**config.mk**
```make
export PLATFORM = sky130hd
export DESIGN_NAME = conversion_ready_pulse_gen
export DESIGN_NICKNAME = d
export VERILOG_FILES = /design/src/hw/ready_pulse_pkg.sv /design/src/hw/sample_tick_if.sv /design/src/hw/sample_clock_div.sv /design/src/hw/conversion_ready_pulse_gen.sv
export VERILOG_INCLUDE_DIRS = /design/src /design/src/hw
export SDC_FILE = /design/constraint.sdc
export NUM_CORES = 1
export LEC_CHECK = 0
export BUFFER_PORTS_ARGS = -buffer_cell sky130_fd_sc_hd__buf_2
export CORE_MARGIN = 3
export CORE_UTILIZATION = 55
export DETAILED_ROUTE_END_ITERATION = 10
export GPL_TIMING_DRIVEN = 0
export PLACE_DENSITY = 0.75
export SLEW_MARGIN = 20
export SYNTH_ARGS = -nofsm -noshare
export SYNTH_HDL_FRONTEND = slang
export SYNTH_SLANG_ARGS = --single-unit
```
**constraint.sdc**
```tcl
create_clock -name clk_i -period 5.3 [get_ports clk_i]
set_input_delay 0.265 -clock clk_i [delete_from_list [all_inputs] [get_ports clk_i]]
set_output_delay 0.265 -clock clk_i [all_outputs]
set_load 0.03 [all_outputs]
```
**src/hw/ready_pulse_defines.svh**
```systemverilog
`ifndef READY_PULSE_DEFINES_SVH
`define READY_PULSE_DEFINES_SVH

// Prescale select codes
`define PRESCALE_DIV1 2'h0
`define PRESCALE_DIV2 2'h1
`define PRESCALE_DIV4 2'h2
`define PRESCALE_DIV8 2'h3
`define PRESCALE_RESET 2'h0

// Analog sample clock cycles per digital sample clock period
`define ANALOG_PER_SAMPLE 4'h4
// Analog sample clock cycles in the pulse low time
`define PULSE_ANALOG_CYCLES 4'h2

// Oversampling ratio field and reset value
`define OSR_SEL_RESET 3'h3
`define OSR_MIN 13'h0020

`define DRIVE_SELECT_RESET 1'h0

`endif

```
**src/hw/ready_pulse_pkg.sv**
```systemverilog
package ready_pulse_pkg;
    typedef enum logic [1:0] {
        ST_IDLE,
        ST_PULSE
    } strobe_state_t;
endpackage

```
**src/hw/sample_tick_if.sv**
```systemverilog
interface sample_tick_if;
    logic analog_tick;
    logic sample_tick;
    logic [3:0] analog_phase;
    modport src (output analog_tick, output sample_tick, output analog_phase);
    modport dst (input analog_tick, input sample_tick, input analog_phase);
endinterface

```
**src/hw/sample_clock_div.sv**
```systemverilog
`include "ready_pulse_defines.svh"

module sample_clock_div (
    // Clock and reset
    input wire logic clk_i,
    input wire logic rst_n_i,
    input wire logic ce_i,
    // Setting
    input wire logic [1:0] prescale_sel_i,
    // Ticks
    sample_tick_if.src tick
);
    logic [2:0] pre_cnt_reg;
    logic [3:0] phase_reg;
    logic [2:0] pre_last;
    logic analog_tick_w;

    function automatic logic [2:0] prescale_last(input logic [1:0] sel);
        case (sel)
            `PRESCALE_DIV1: prescale_last = 3'h0;
            `PRESCALE_DIV2: prescale_last = 3'h1;
            `PRESCALE_DIV4: prescale_last = 3'h3;
            default: prescale_last = 3'h7;
        endcase
    endfunction

    // Analog sample clock is master clock over prescale
    assign pre_last = prescale_last(prescale_sel_i);
    // Greater-or-equal so a smaller prescale set mid-count wraps at once
    assign analog_tick_w = (pre_cnt_reg >= pre_last);

    always_ff @(posedge clk_i or negedge rst_n_i) begin
        if (!rst_n_i) begin
            pre_cnt_reg <= 3'h0;
        end else if (ce_i) begin
            pre_cnt_reg <= analog_tick_w ? 3'h0 : pre_cnt_reg + 3'h1;
        end
    end

    // Digital sample clock is analog sample clock over four
    always_ff @(posedge clk_i or negedge rst_n_i) begin
        if (!rst_n_i) begin
            phase_reg <= 4'h0;
        end else if (ce_i && analog_tick_w) begin
            phase_reg <= (phase_reg == `ANALOG_PER_SAMPLE - 4'h1) ? 4'h0 : phase_reg + 4'h1;
        end
    end

    assign tick.analog_tick = ce_i && analog_tick_w;
    assign tick.sample_tick = ce_i && analog_tick_w && (phase_reg == `ANALOG_PER_SAMPLE - 4'h1);
    assign tick.analog_phase = phase_reg;
endmodule

```
**src/hw/conversion_ready_pulse_gen.sv**
```systemverilog
`include "ready_pulse_defines.svh"

// Notes on behaviour
// - Drive select 1 drives pin high when idle; 0 (reset) leaves it floating.
// - One active-low pulse on the ready pin per finished conversion.
// - Pulse is synchronous to the master clock, always the same width.
// - Low time is exactly half a digital sample clock period.
// - Pulses repeat at the output rate, one per output data period.
// - No latched level; timing set only by clock, oversampling and prescale.
// - Serial port activity never gates, delays or clears the pulse.
// - Digital sample clock is master clock over prescale, then over four.
// - Output rate is digital sample clock divided by oversampling ratio.
// - Prescale codes 00..11 divide by 1, 2, 4, 8; reset is 00.
module conversion_ready_pulse_gen #(
    parameter int OSR_W = 13
) (
    // Clock and reset
    input wire logic clk_i,
    input wire logic rst_n_i,
    input wire logic ce_i,
    // Configuration
    input wire logic ready_pin_drive_select_i,
    input wire logic [1:0] prescale_sel_i,
    input wire logic [2:0] osr_sel_i,
    // Ready pin
    output logic conversion_ready_strobe_n_o,
    output logic conversion_ready_strobe_oe_o,
    // Status
    output logic output_rate_clock_o
);
    sample_tick_if tick ();

    logic [1:0] prescale_reg;
    logic [OSR_W-1:0] osr_cnt_reg;
    logic [OSR_W-1:0] osr_last;
    logic [3:0] width_cnt_reg;
    ready_pulse_pkg::strobe_state_t state_reg;
    logic window_end;
    logic pulse_hold;

    function automatic logic [OSR_W-1:0] osr_ratio_last(input logic [2:0] sel);
        osr_ratio_last = OSR_W'((`OSR_MIN << sel) - 13'h0001);
    endfunction

    sample_clock_div u_div (
        .clk_i(clk_i),
        .rst_n_i(rst_n_i),
        .ce_i(ce_i),
        .prescale_sel_i(prescale_reg),
        .tick(tick)
    );

    // Prescale held through a pulse so every pulse keeps the same width
    always_ff @(posedge clk_i or negedge rst_n_i) begin
        if (!rst_n_i) begin
            prescale_reg <= `PRESCALE_RESET;
        end else if (ce_i && (tick.sample_tick || state_reg == ready_pulse_pkg::ST_IDLE)) begin
            prescale_reg <= prescale_sel_i;
        end
    end

    // Oversampling window counter; no serial input reaches it
    assign osr_last = osr_ratio_last(osr_sel_i);
    assign window_end = tick.sample_tick && (osr_cnt_reg >= osr_last);

    // Pulse continues unless its last analog tick arrives now
    assign pulse_hold = (state_reg == ready_pulse_pkg::ST_PULSE) &&
        !(tick.analog_tick && width_cnt_reg == `PULSE_ANALOG_CYCLES - 4'h1);

    always_ff @(posedge clk_i or negedge rst_n_i) begin
        if (!rst_n_i) begin
            osr_cnt_reg <= '0;
        end else if (ce_i && tick.sample_tick) begin
            osr_cnt_reg <= (osr_cnt_reg >= osr_last) ? '0 : osr_cnt_reg + OSR_W'(1);
        end
    end

    // Pulse state: starts at each window end, ends after two analog cycles
    always_ff @(posedge clk_i or negedge rst_n_i) begin
        if (!rst_n_i) begin
            state_reg <= ready_pulse_pkg::ST_IDLE;
            width_cnt_reg <= 4'h0;
        end else if (ce_i) begin
            case (state_reg)
                ready_pulse_pkg::ST_IDLE: begin
                    if (window_end) begin
                        state_reg <= ready_pulse_pkg::ST_PULSE;
                        width_cnt_reg <= 4'h0;
                    end
                end
                ready_pulse_pkg::ST_PULSE: begin
                    if (tick.analog_tick) begin
                        if (width_cnt_reg == `PULSE_ANALOG_CYCLES - 4'h1) begin
                            state_reg <= ready_pulse_pkg::ST_IDLE;
                        end
                        width_cnt_reg <= width_cnt_reg + 4'h1;
                    end
                end
                default: state_reg <= ready_pulse_pkg::ST_IDLE;
            endcase
        end
    end

    // Pin outputs are registered copies of the pulse state; low is driven,
    // idle level high or released per drive select
    always_ff @(posedge clk_i or negedge rst_n_i) begin
        if (!rst_n_i) begin
            conversion_ready_strobe_n_o <= 1'h1;
            conversion_ready_strobe_oe_o <= `DRIVE_SELECT_RESET;
        end else if (ce_i) begin
            conversion_ready_strobe_n_o <= !(window_end || pulse_hold);
            conversion_ready_strobe_oe_o <= ready_pin_drive_select_i || window_end || pulse_hold;
        end
    end

    // Output rate clock: toggles once per window, for observation
    always_ff @(posedge clk_i or negedge rst_n_i) begin
        if (!rst_n_i) begin
            output_rate_clock_o <= 1'h0;
        end else if (ce_i && window_end) begin
            output_rate_clock_o <= !output_rate_clock_o;
        end
    end

    // Enabled master cycles per sample and per low pulse, counted apart from the
    // divider so the checks below do not reuse its logic
    logic [5:0] sample_gap_reg;
    logic [1:0] gap_prescale_reg;
    logic gap_valid_reg;
    logic [5:0] low_len_reg;

    always_ff @(posedge clk_i or negedge rst_n_i) begin
        if (!rst_n_i) begin
            sample_gap_reg <= 6'h00;
            gap_prescale_reg <= `PRESCALE_RESET;
            gap_valid_reg <= 1'h0;
        end else if (ce_i) begin
            gap_prescale_reg <= prescale_reg;
            if (tick.sample_tick) begin
                sample_gap_reg <= 6'h00;
                gap_valid_reg <= 1'h1;
            end else begin
                sample_gap_reg <= sample_gap_reg + 6'h01;
                if (gap_prescale_reg != prescale_reg) begin
                    gap_valid_reg <= 1'h0;
                end
            end
        end
    end

    always_ff @(posedge clk_i or negedge rst_n_i) begin
        if (!rst_n_i) begin
            low_len_reg <= 6'h00;
        end else if (ce_i) begin
            low_len_reg <= conversion_ready_strobe_n_o ? 6'h00 : low_len_reg + 6'h01;
        end
    end

    // Pulse stays low exactly until the second analog tick inside it
    property p_pulse_ends;
        @(posedge clk_i) disable iff (!rst_n_i)
        (state_reg == ready_pulse_pkg::ST_PULSE && tick.analog_tick &&
         width_cnt_reg == 4'h1) |=> conversion_ready_strobe_n_o;
    endproperty
    a_pulse_ends: assert property (p_pulse_ends) else $error("pulse too long");

    property p_window_starts;
        @(posedge clk_i) disable iff (!rst_n_i)
        window_end |=> !conversion_ready_strobe_n_o && conversion_ready_strobe_oe_o;
    endproperty
    a_window_starts: assert property (p_window_starts) else $error("no pulse at window");

    property p_idle_release;
        @(posedge clk_i) disable iff (!rst_n_i)
        (ce_i && !ready_pin_drive_select_i && !window_end &&
         state_reg == ready_pulse_pkg::ST_IDLE) |=> !conversion_ready_strobe_oe_o;
    endproperty
    a_idle_release: assert property (p_idle_release) else $error("idle pin driven");

    property p_idle_drive;
        @(posedge clk_i) disable iff (!rst_n_i)
        (ce_i && ready_pin_drive_select_i) |=> conversion_ready_strobe_oe_o;
    endproperty
    a_idle_drive: assert property (p_idle_drive) else $error("pin not driven");

    property p_low_only_in_pulse;
        @(posedge clk_i) disable iff (!rst_n_i)
        !conversion_ready_strobe_n_o |-> state_reg == ready_pulse_pkg::ST_PULSE;
    endproperty
    a_low_only_in_pulse: assert property (p_low_only_in_pulse) else $error("stray low");

    property p_width_two;
        @(posedge clk_i) disable iff (!rst_n_i)
        state_reg == ready_pulse_pkg::ST_PULSE |-> width_cnt_reg < 4'h2;
    endproperty
    a_width_two: assert property (p_width_two) else $error("width count overrun");

    property p_window_on_sample;
        @(posedge clk_i) disable iff (!rst_n_i)
        window_end |-> tick.sample_tick && tick.analog_phase == 4'h3;
    endproperty
    a_window_on_sample: assert property (p_window_on_sample) else $error("window off boundary");

    property p_rate_toggle;
        @(posedge clk_i) disable iff (!rst_n_i)
        (ce_i && window_end) |=> output_rate_clock_o != $past(output_rate_clock_o);
    endproperty
    a_rate_toggle: assert property (p_rate_toggle) else $error("rate clock stuck");

    // Rate clock moves only at a window end
    property p_rate_steady;
        @(posedge clk_i) disable iff (!rst_n_i)
        !window_end |=> output_rate_clock_o == $past(output_rate_clock_o);
    endproperty
    a_rate_steady: assert property (p_rate_steady) else $error("rate clock moved");

    // Sample period is four prescaled master periods; skipped across a change
    property p_sample_gap;
        @(posedge clk_i) disable iff (!rst_n_i)
        (tick.sample_tick && gap_valid_reg && gap_prescale_reg == prescale_reg) |->
            sample_gap_reg == 6'((6'h04 << prescale_reg) - 6'h01);
    endproperty
    a_sample_gap: assert property (p_sample_gap) else $error("sample period wrong");

    // Every low pulse lasts two prescaled analog periods of enabled cycles
    property p_low_length;
        @(posedge clk_i) disable iff (!rst_n_i)
        $rose(conversion_ready_strobe_n_o) |-> low_len_reg == (6'h02 << prescale_reg);
    endproperty
    a_low_length: assert property (p_low_length) else $error("pulse width wrong");
endmodule

```
* After elaboration in Yosys (flattened, before gate mapping) *
Index checks and enable logic that the tools add are counted.

operators by class
  $add $sub $neg = 5
  magnitude comparators = 2
  eq/ne operators = 8
  shift-type cells = 1
  multiplexer cells = 11
  reductions and logical operators = 20

operator list
  kind                                                                    count
  13-bit by 1-bit adder with 13-bit output (second input constant)        1
  13-bit >= comparator                                                    1
  13-bit two-way mux                                                      1
  6-bit by 3-bit << shifter with 13-bit output (first input constant)     1
  13-bit by 1-bit subtractor with 13-bit output (second input constant)   1
  4-bit two-way mux                                                       3
  3-bit case mux with 3 select lines                                      1
  4-bit by 1-bit adder with 4-bit output (second input constant)          2
  1-bit logical AND                                                       8
  4-bit case mux with 2 select lines                                      1
  4-bit AND reduction                                                     2
  2-bit two-way mux                                                       3
  2-bit by 1-bit equality test with 1-bit output (second input constant)  2
  4-bit by 1-bit equality test with 1-bit output (second input constant)  1
  4-bit by 2-bit equality test with 1-bit output (second input constant)  1
  2-bit logical NOT                                                       2
  1-bit logical OR                                                        4
  2-bit != test (second input constant)                                   2
  2-bit case mux with 2 select lines                                      1
  3-bit by 1-bit adder with 3-bit output (second input constant)          1
  3-bit >= comparator                                                     1
  1-bit logical NOT                                                       3
  3-bit two-way mux                                                       1
  2-bit equality test (second input constant)                             1
  2 further kinds                                                         2

word-level totals
  bits in registers = 31
  input port bits = 9
  output and inout bits = 3
  logic and storage cells = 56

* Logic depth before layout (Yosys ltp) *
Gate-level depths: netlist of the first run.

  word-level depth = 9
  mapped depth = 13

* Modules after synthesis *
Synthesis of the first run repeated with hierarchy kept, for this count alone.

second synthesis, totals
  cell total of the unflattened synthesis = 207
  area total of the unflattened synthesis = 1953.1 um^2

modules (own cells, without submodules)
  module                      instances  cells an instance  area each (um^2)  seq. area each (um^2)
  conversion_ready_pulse_gen  1          163                1503.9            576.8
  sample_clock_div            1          44                 449.2             175.2

* Worst setup path before layout of the first run *
Ideal clock, no wire load.

  kind = input -> register
  start = input osr_sel_i[1]
  end = register osr_cnt_reg[6]
  arrival = 2.495 ns
  slack = 2.679 ns
  stages on the path = 12
  cells stage by stage = or3_1 -> ha_1 -> clkbuf_1 -> xor2_1 -> nor2_1 -> a21oi_1 -> ha_1 -> nand2_1 -> o21ai_0 -> a21oi_4 -> and3_2 -> a221o_1

on the way
  word-level cells in the longest chain between the ends = 4

ends and longest elaborated chain
  what                                                           line                              source
  from (decl)                                                    conversion_ready_pulse_gen.sv:24  input wire logic [2:0] osr_sel_i,
  6-bit by 3-bit << shifter with 13-bit output (no source line)  n/a
  13-bit by 1-bit subtractor with 13-bit output                  conversion_ready_pulse_gen.sv:42  osr_ratio_last = OSR_W'((`OSR_MIN << sel) - 13'h0001);
  13-bit >= comparator                                           conversion_ready_pulse_gen.sv:74  osr_cnt_reg <= (osr_cnt_reg >= osr_last) ? '0 : osr_cnt_reg + OSR_W'(1);
  13-bit two-way mux                                             conversion_ready_pulse_gen.sv:74
  to (signal assigned)                                           conversion_ready_pulse_gen.sv:74
  to (decl)                                                      conversion_ready_pulse_gen.sv:34  logic [OSR_W-1:0] osr_cnt_reg;

No other way between the ends.
A chain may end at the register's enable or synchronous reset.

* Worst setup path in the final report of the first run *
  start = input osr_sel_i[1]
  end = register width_cnt_reg[2]

on the way
  word-level cells in the longest chain between the ends = 6

ends and longest elaborated chain
  what                                                           line                              source
  6-bit by 3-bit << shifter with 13-bit output (no source line)  n/a
  13-bit by 1-bit subtractor with 13-bit output                  conversion_ready_pulse_gen.sv:42
  13-bit >= comparator                                           conversion_ready_pulse_gen.sv:64  assign window_end = tick.sample_tick && (osr_cnt_reg >= osr_last);
  1-bit logical AND                                              conversion_ready_pulse_gen.sv:64
  2-bit != test (no source line)                                 n/a
  4-bit AND reduction (no source line)                           n/a
  to (signal assigned)                                           conversion_ready_pulse_gen.sv:96  width_cnt_reg <= width_cnt_reg + 4'h1;
  to (decl)                                                      conversion_ready_pulse_gen.sv:36  logic [3:0] width_cnt_reg;

No other way between the ends.

==> insert_results.sql, run 1 <==
INSERT INTO impl_metrics (metric_group, metric, value, unit) VALUES
('run_status', 'run_status', 'completed', ''),
('synth', 'yosys.area.top_type', 'sky130_fd_sc_hd__dfrtp_1', ''),
('clock_tree', 'cts.sink_count', '30', ''),
('floorplan', 'fp.dieH', '65.92', 'um'),
('cells_and_area', 'finalNonFillerCells', '273', ''),
('place', 'rd_place_congestion', '0.7659', ''),
('critical_path', 'startpoint', 'osr_sel_i[1]', ''),
('sta', 'setup_viol', '0', ''),
('grt', 'first_global_vias', '1530', ''),
('cells_and_area', 'multiInputGateArea', '0.001150', 'mm^2'),
('synth', 'ys_ff_latch', '30', ''),
('clock_tree', 'cts.clk_slew.worst_paths', '100', 'ps'),
('run', 'timing.max_cap.violations', '0', ''),
('sta', 'fin_skew', '9.763', 'ps'),
('place', 'placedInstanceArea', '0.002087', 'mm^2'),
('critical_path', 'cpMaxStageDelayCell', 'sky130_fd_sc_hd__or3_1', ''),
('pwr', 'leakagePower', '1.021', 'nW'),
('floorplan', 'count_of_pins_on_the_block_boundary', '12', ''),
('synth', 'synth_area', '0.001974', 'mm^2'),
('sta', 'timing.slew.headroom', '0.5584', ''),
('critical_path', 'worst_setup_path_start_kind', 'primary input', ''),
('cells_and_area', 'areaGrowthSynthToFinish', '8.809', '%'),
('critical_path', 'endpoint_type_of_the_worst_setup_path', 'flip-flop', ''),
('synth', 'synth.yosys.warnings', '0', ''),
('synth', 'count_of_different_cell_masters_after_synthesis', '49', ''),
('critical_path', 'criticalPathCategory', 'in2reg', ''),
('critical_path', 'reg2reg_from', 'prescale_reg[1]', ''),
('place', 'placed_cells', '264', ''),
('cells_and_area', 'post_route_design_area', '0.002148', 'mm^2'),
('synth', 'yosysSeqAreaShare', '0.3809', ''),
('sta', 'drv_slew', '0', ''),
('sta', 'hold_violation_count_in_the_final_report', '0', ''),
('clock_tree', 'ctsLongestPathBuffers', '2', ''),
('sta', 'tightestPinTransition', '662.4', 'ps'),
('routing', 'antenna_violating_nets_post_route', '0', ''),
('cells_and_area', 'design.final.nets', '252', ''),
('synth', 'syn-mean-instance-area', '9.538', 'um^2'),
('floorplan', 'die_x', '65.92', 'um'),
('critical_path', 'r2r_cells', '10', ''),
('critical_path', 'worst-endpoint-arrival', '2890', 'ps'),
('grt', 'pin_count_of_the_biggest_net_entering_global_routing', '31', ''),
('place', 'place_hpwl', '2880', 'um'),
('pwr', 'vdd_ir_drop_max', '0.2394', 'mV'),
('cells_and_area', 'layout.core_utilization', '0.6338', ''),
('clock_tree', 'postCtsSetupRepairBufs', '0', ''),
('floorplan', 'core_area', '0.003390', 'mm^2'),
('grt', 'grt_first_pass_wirelength', '6741', 'um'),
('synth', 'post_synth_inst_count', '207', ''),
('grt', 'grt_usage', '0.2013', ''),
('pwr', 'p_per_area', '352.0', 'mW/mm^2'),
('cells_and_area', 'flip_flop_count_of_the_largest_register_after_layout', '13', ''),
('hold_path', 'worst_hold_check_path_type', 'in2reg', ''),
('sta', 'fin_crit', '2658', 'ps'),
('synth', 'ys_dominant_reg_cell', 'sky130_fd_sc_hd__dfrtp_1', ''),
('clock_tree', 'cts-root-buf', 'sky130_fd_sc_hd__clkbuf_4', ''),
('routing', 'drcViolationCount', '0', ''),
('cells_and_area', 'nFillCells', '276', ''),
('clock_tree', 'clock_tree_from_tritoncts', 'done', ''),
('grt', 'grt.overflow.total', '0', ''),
('clock_tree', 'cts_max_level', '2', ''),
('floorplan', 'placement_rows', '21', ''),
('critical_path', 'crit_path_cell_trace', 'buf_2 > or3_1 > ha_1 > clkbuf_1 > xor2_1 > nor2_1 > a21oi_1 > ha_1 > nand2_1 > o21ai_0 > a21o_2 > nand2_2 > a31o_2', ''),
('clock_tree', 'total_clock_buffers_created_by_cts', '5', ''),
('critical_path', 'critical-path-top-cell-by-count', 'sky130_fd_sc_hd__ha_1', ''),
('clock_tree', 'worst_skew_pair_latency', '340', 'ps'),
('synth', 'synthTopCellsByArea', 'sky130_fd_sc_hd__dfrtp_1 (37%), sky130_fd_sc_hd__ha_1 (11%), sky130_fd_sc_hd__nand2_1 (5.5%)', ''),
('cells_and_area', 'antenna_cells', '0', ''),
('routing', 'drtPass1Iterations', '4', ''),
('critical_path', 'critical_path_required', '5530', 'ps'),
('clock_tree', 'cts_hold_buf', '1', ''),
('sta', 'totalNegativeSetupSlack', '0', 'ps');
[how the worst min path moves through the flow]
stage	cells past startpoint	end	slack, ps
5_1_grt	2	prescale_reg[0]	150
2_1_floorplan	0	conversion_ready_strobe_oe_o	-30
4_1_cts	2	prescale_reg[1]	150
3_3_place_gp	1	u_div.pre_cnt_reg[2]	330
3_5_place_dp	1	output_rate_clock_o	340
6_report	2	prescale_reg[1]	160
[critical path: cells and delay by family]
| kind | cells | cell delay (ps) |
|---|---|---|
| adders and majority gates | 2 | 510 |
| xor gates and xnor gates | 1 | 180 |
| buffers and inverters | 2 | 300 |
| and+or+nand+nor | 4 | 710 |
| AOI/OAI and AO/OA | 4 | 920 |
[layout by cell type (no fill, tap or decap), drive strengths merged, types with 4 or more instances in the layout]
master	n
nand4	4
o311ai	4
ha	17
nand3	14
inv	9
dfrtp	29
a21oi	12
buf	14
nor2	12
a21o	4
nor2b	4
clkbuf	8
and3	4
nand2	33
a22o	5
o21ai	14
[routing by layer]
| metal | global-route usage | vias up | routed length (um) |
|---|---|---|---|
| met3 | 0.05102 | 6 | 179 |
| met4 | 0.06218 | 0 | 42 |
| met1 | 0.2668 | 769 | 1813 |
| met2 | 0.3217 | 29 | 1762 |
| met5 | 0 | - | 0 |
| li1 | - | 792 | - |
[power breakdown]
group          switching [mW]  internal, mW  leakage, nW  total [mW]
Combinational           0.171         0.127        0.607       0.298
Clock                  0.0775        0.0504       0.0320       0.128
Sequential             0.0507         0.279        0.382       0.330
[final cells by class]
cell class                 instances  area share
clock buffer                       6     0.01922
sequential                        30      0.3500
inverter                          10     0.01747
clock inverter                     2    0.004659
timing repair buffer              12     0.03029
tap                               46     0.02679
buffer                             5     0.01631
multi-input combinational        162      0.5352
[cells by family after synthesis]
group / share of synthesized area
fa+ha+maj: 0.1077
buf+inv: 0.03675
simple gates: 0.2243
compound gates: 0.2104
xor+xnor: 0.02662
other cells: 0.001899
flops: 0.3809
mux: 0.01141
[stage by stage]
stage / power, mW / hold slack, ps / setup slack [ps]
after floorplan: 0.5630 / -30.59 / 2679
after global placement: 0.6131 / 329.8 / 2402
after CTS: 0.7602 / 154.7 / 2649
after global routing: 0.8225 / 148.4 / 2521
final: 0.7561 / 157.3 / 2642
after detailed placement: 0.6331 / 337.3 / 2293
Power figures use the tool's default switching activity.
==> run 2: changes to the inputs <==
Settings changed: CORE_UTILIZATION 55 to 54, PLACE_DENSITY 0.75 to 0.77.
Clock period 5.3 ns to 2.25 ns, I/O delays scaled along.
==> run 2 against run 1 <==
Sequential power up 140%. Setup slack worse by 2600 ps. Via count unchanged. Routed wire length up 6.8%. Combinational power rose to 2.8 times the previous value. Sequential share of layout area down 2.4 points. Cell area up 7.3%. Critical endpoint is now osr_cnt_reg[6]. Largest power group is now combinational logic.
==> insert_results.sql, run 2 (synthesis gave the netlist of run 1 again) <==
INSERT INTO impl_metrics (metric_group, metric, value, unit) VALUES
('routing', 'detail_route.wirelength', '4056', 'um'),
('cells_and_area', 'final_cell_mix', 'sky130_fd_sc_hd__dfrtp_1 (29), sky130_fd_sc_hd__nand2_1 (28), sky130_fd_sc_hd__ha_1 (15)', ''),
('floorplan', 'core_area', '0.003416', 'mm^2'),
('critical_path', 'startpoint', 'osr_sel_i[2]', ''),
('hold_path', 'timing.hold.worst.start', 'prescale_sel_i[0]', ''),
('critical_path', 'worst-endpoint-arrival', '2400', 'ps'),
('critical_path', 'timing.critical_path.fanout_max', '6', ''),
('grt', 'grt.overflow.total', '0', ''),
('sta', 'tightestPinTransition', '682.6', 'ps'),
('critical_path', 'worst_setup_path_start_kind', 'primary input', ''),
('cells_and_area', 'multiInputGateArea', '0.001245', 'mm^2'),
('critical_path', 'r2r_cells', '9', ''),
('cells_and_area', 'register_area', '752.0', 'um^2'),
('sta', 'fin_crit', '2162', 'ps'),
('cells_and_area', 'flip_flop_count_of_the_largest_register_after_layout', '13', ''),
('floorplan', 'die_x', '66.47', 'um'),
('place', 'rd_place_congestion', '0.7518', ''),
('place', 'placed_cells', '264', ''),
('pwr', 'leakagePower', '1.082', 'nW'),
('critical_path', 'criticalPathCategory', 'in2reg', ''),
('clock_tree', 'cts.clk_slew.worst_paths', '100', 'ps'),
('grt', 'pin_count_of_the_biggest_net_entering_global_routing', '31', ''),
('pwr', 'power.switching_fraction', '0.3926', ''),
('sta', 'fin_skew', '7.906', 'ps'),
('floorplan', 'initial_core_util', '0.5780', ''),
('floorplan', 'placement_rows', '21', ''),
('clock_tree', 'cts_max_level', '2', ''),
('cells_and_area', 'antenna_cells', '0', ''),
('grt', 'grt_usage', '0.1987', ''),
('routing', 'viasPerCell', '5.720', ''),
('pwr', 'share_comb_of_total_power', '0.424', ''),
('pwr', 'vdd_ir_drop_max', '0.7042', 'mV'),
('critical_path', 'reg2reg_from', 'prescale_reg[1]', ''),
('critical_path', 'endpoint_type_of_the_worst_setup_path', 'flip-flop', ''),
('place', 'place.port_buffers', '11', ''),
('floorplan', 'count_of_pins_on_the_block_boundary', '12', ''),
('critical_path', 'rr_endpoint', 'osr_cnt_reg[6]', ''),
('sta', 'clock.fmax', '0.4625', 'GHz'),
('pwr', 'design_power_total', '1.959', 'mW'),
('sta', 'final.period_utilization', '0.9609', ''),
('run_status', 'run_status', 'completed', ''),
('grt', 'antenna_violations_before_repair', '0', ''),
('cells_and_area', 'design.final.nets', '258', ''),
('pwr', 'intPower', '1.190', 'mW'),
('routing', 'drtPass1Iterations', '4', ''),
('sta', 'worst_hold_slack', '6.626', 'ps'),
('routing', 'vias', '1596', ''),
('sta', 'totalNegativeSetupSlack', '0', 'ps'),
('sta', 'hold_violation_count_in_the_final_report', '0', ''),
('sta', 'setup_viol', '0', ''),
('cells_and_area', 'nFillCells', '283', ''),
('grt', 'grt_first_pass_wirelength', '6644', 'um'),
('routing', 'antenna_violating_nets_post_route', '0', ''),
('hold_path', 'worst_hold_path.endpoint', 'prescale_reg[0]', ''),
('hold_path', 'worst_hold_check_path_type', 'in2reg', ''),
('place', 'place_hpwl', '2723', 'um'),
('clock_tree', 'cts-root-buf', 'sky130_fd_sc_hd__clkbuf_4', ''),
('cells_and_area', 'mostFrequentLayoutCell', 'sky130_fd_sc_hd__dfrtp_1', ''),
('pwr', 'clock_power_share', '0.179', ''),
('clock_tree', 'clock_tree_from_tritoncts', 'done', ''),
('critical_path', 'critical_path_required', '2490', 'ps'),
('pwr', 'switching_component_of_the_power', '0.7693', 'mW'),
('sta', 'worst_slack', '87.92', 'ps'),
('routing', 'drcViolationCount', '0', ''),
('clock_tree', 'total_clock_buffers_created_by_cts', '5', ''),
('clock_tree', 'cts.sink_count', '30', ''),
('cells_and_area', 'drive_above_1_share', '0.2661', ''),
('sta', 'drv_slew', '0', ''),
('floorplan', 'die_area', '0.004418', 'mm^2'),
('run', 'timing.max_cap.violations', '0', ''),
('hold_path', 'worst_hold_path.num_cells', '2', ''),
('routing', 'drt-initial-drc-count', '51', ''),
('place', 'post-place-ws', '-323.8', 'ps'),
('cells_and_area', 'areaGrowthSynthToFinish', '16.73', '%'),
('grt', 'first_global_vias', '1528', ''),
('critical_path', 'r2r_slack', '100', 'ps'),
('clock_tree', 'worst_skew_pair_latency', '340', 'ps'),
('pwr', 'p_per_area', '850.2', 'mW/mm^2'),
('floorplan', 'fp.dieH', '66.47', 'um'),
('sta', 'timing.slew.headroom', '0.5450', ''),
('routing', 'wl_per_cell', '14.54', 'um'),
('cells_and_area', 'finalNonFillerCells', '279', ''),
('clock_tree', 'ctsLongestPathBuffers', '2', ''),
('pwr', 'power.share.sequential', '0.397', '');
==> run 2: cell types whose count changed in the layout (fill, tap and decap cells not counted), sizes merged <==
cell	change
clkbuf	+1
buf	+4
dlygate4sd3	+1
a21oi	+1
clkinv	-1
==> run 2: worst max path at each step <==
| stage | to | slack, ps | depth (start not counted) |
|---|---|---|---|
| 2_1_floorplan | osr_cnt_reg[10] | 10 | 11 |
| 3_3_place_gp | osr_cnt_reg[11] | -300 | 12 |
| 3_5_place_dp | width_cnt_reg[1] | -320 | 12 |
| 4_1_cts | osr_cnt_reg[11] | 20 | 12 |
| 5_1_grt | osr_cnt_reg[6] | -4 | 13 |
| 6_report | osr_cnt_reg[6] | 90 | 13 |
==> run 2: repair_timing <==
action / CTS / global route
hold buffers: 2 / 0
endpoints found under the setup margin: 10 / 14
pin swaps: 1 / 3
endpoints found under the hold margin: 30 / 0
buffers inserted: 2 / 2
gates resized for setup: 2 / 12
gates cloned: 0 / 1
==> run 2: critical path: stages <==
cell	delay (ps)
sky130_fd_sc_hd__buf_2	130
sky130_fd_sc_hd__or3_4	400
sky130_fd_sc_hd__ha_4	160
sky130_fd_sc_hd__clkbuf_8	140
sky130_fd_sc_hd__xor2_1	140
sky130_fd_sc_hd__nor2_1	100
sky130_fd_sc_hd__a21oi_1	50
sky130_fd_sc_hd__ha_1	290
sky130_fd_sc_hd__nand2_2	90
sky130_fd_sc_hd__o21ai_4	230
sky130_fd_sc_hd__a21oi_4	90
sky130_fd_sc_hd__and3_2	200
sky130_fd_sc_hd__a221o_1	250
==> run 2: stage by stage <==
step | cell area [um^2] | utilization
floorplan | 2008 | -
global placement | 2121 | 0.6209
detailed placement | 2121 | 0.6209
CTS | 2222 | 0.6505
global route | 2305 | 0.6747
finish | 2305 | 0.6747
==> run 2: final cells by class <==
class / count / share of cell area
Buffer: 5 / 0.02063
Clock buffer: 7 / 0.02389
Timing Repair Buffer: 17 / 0.04560
Multi-Input combinational cell: 163 / 0.5402
Sequential cell: 30 / 0.3263
Inverter: 10 / 0.01629
Tap cell: 46 / 0.02497
Clock inverter: 1 / 0.002172
==> run 2: power by group through the flow <==
stage	combinational [mW]	clock (mW)	sequential [mW]
2_1_floorplan	0.550	0	0.782
3_3_place_gp	0.692	0	0.777
3_5_place_dp	0.708	0	0.781
4_1_cts	0.769	0.356	0.772
5_1_grt	0.935	0.375	0.794
6_report	0.831	0.351	0.777
==> run 2: layer usage <==
layer | share of wire | GRT usage
met2 | 0.49 | 0.3247
met4 | 0.018 | 0.07614
met1 | 0.46 | 0.2503
met5 | 0 | 0
met3 | 0.029 | 0.05228
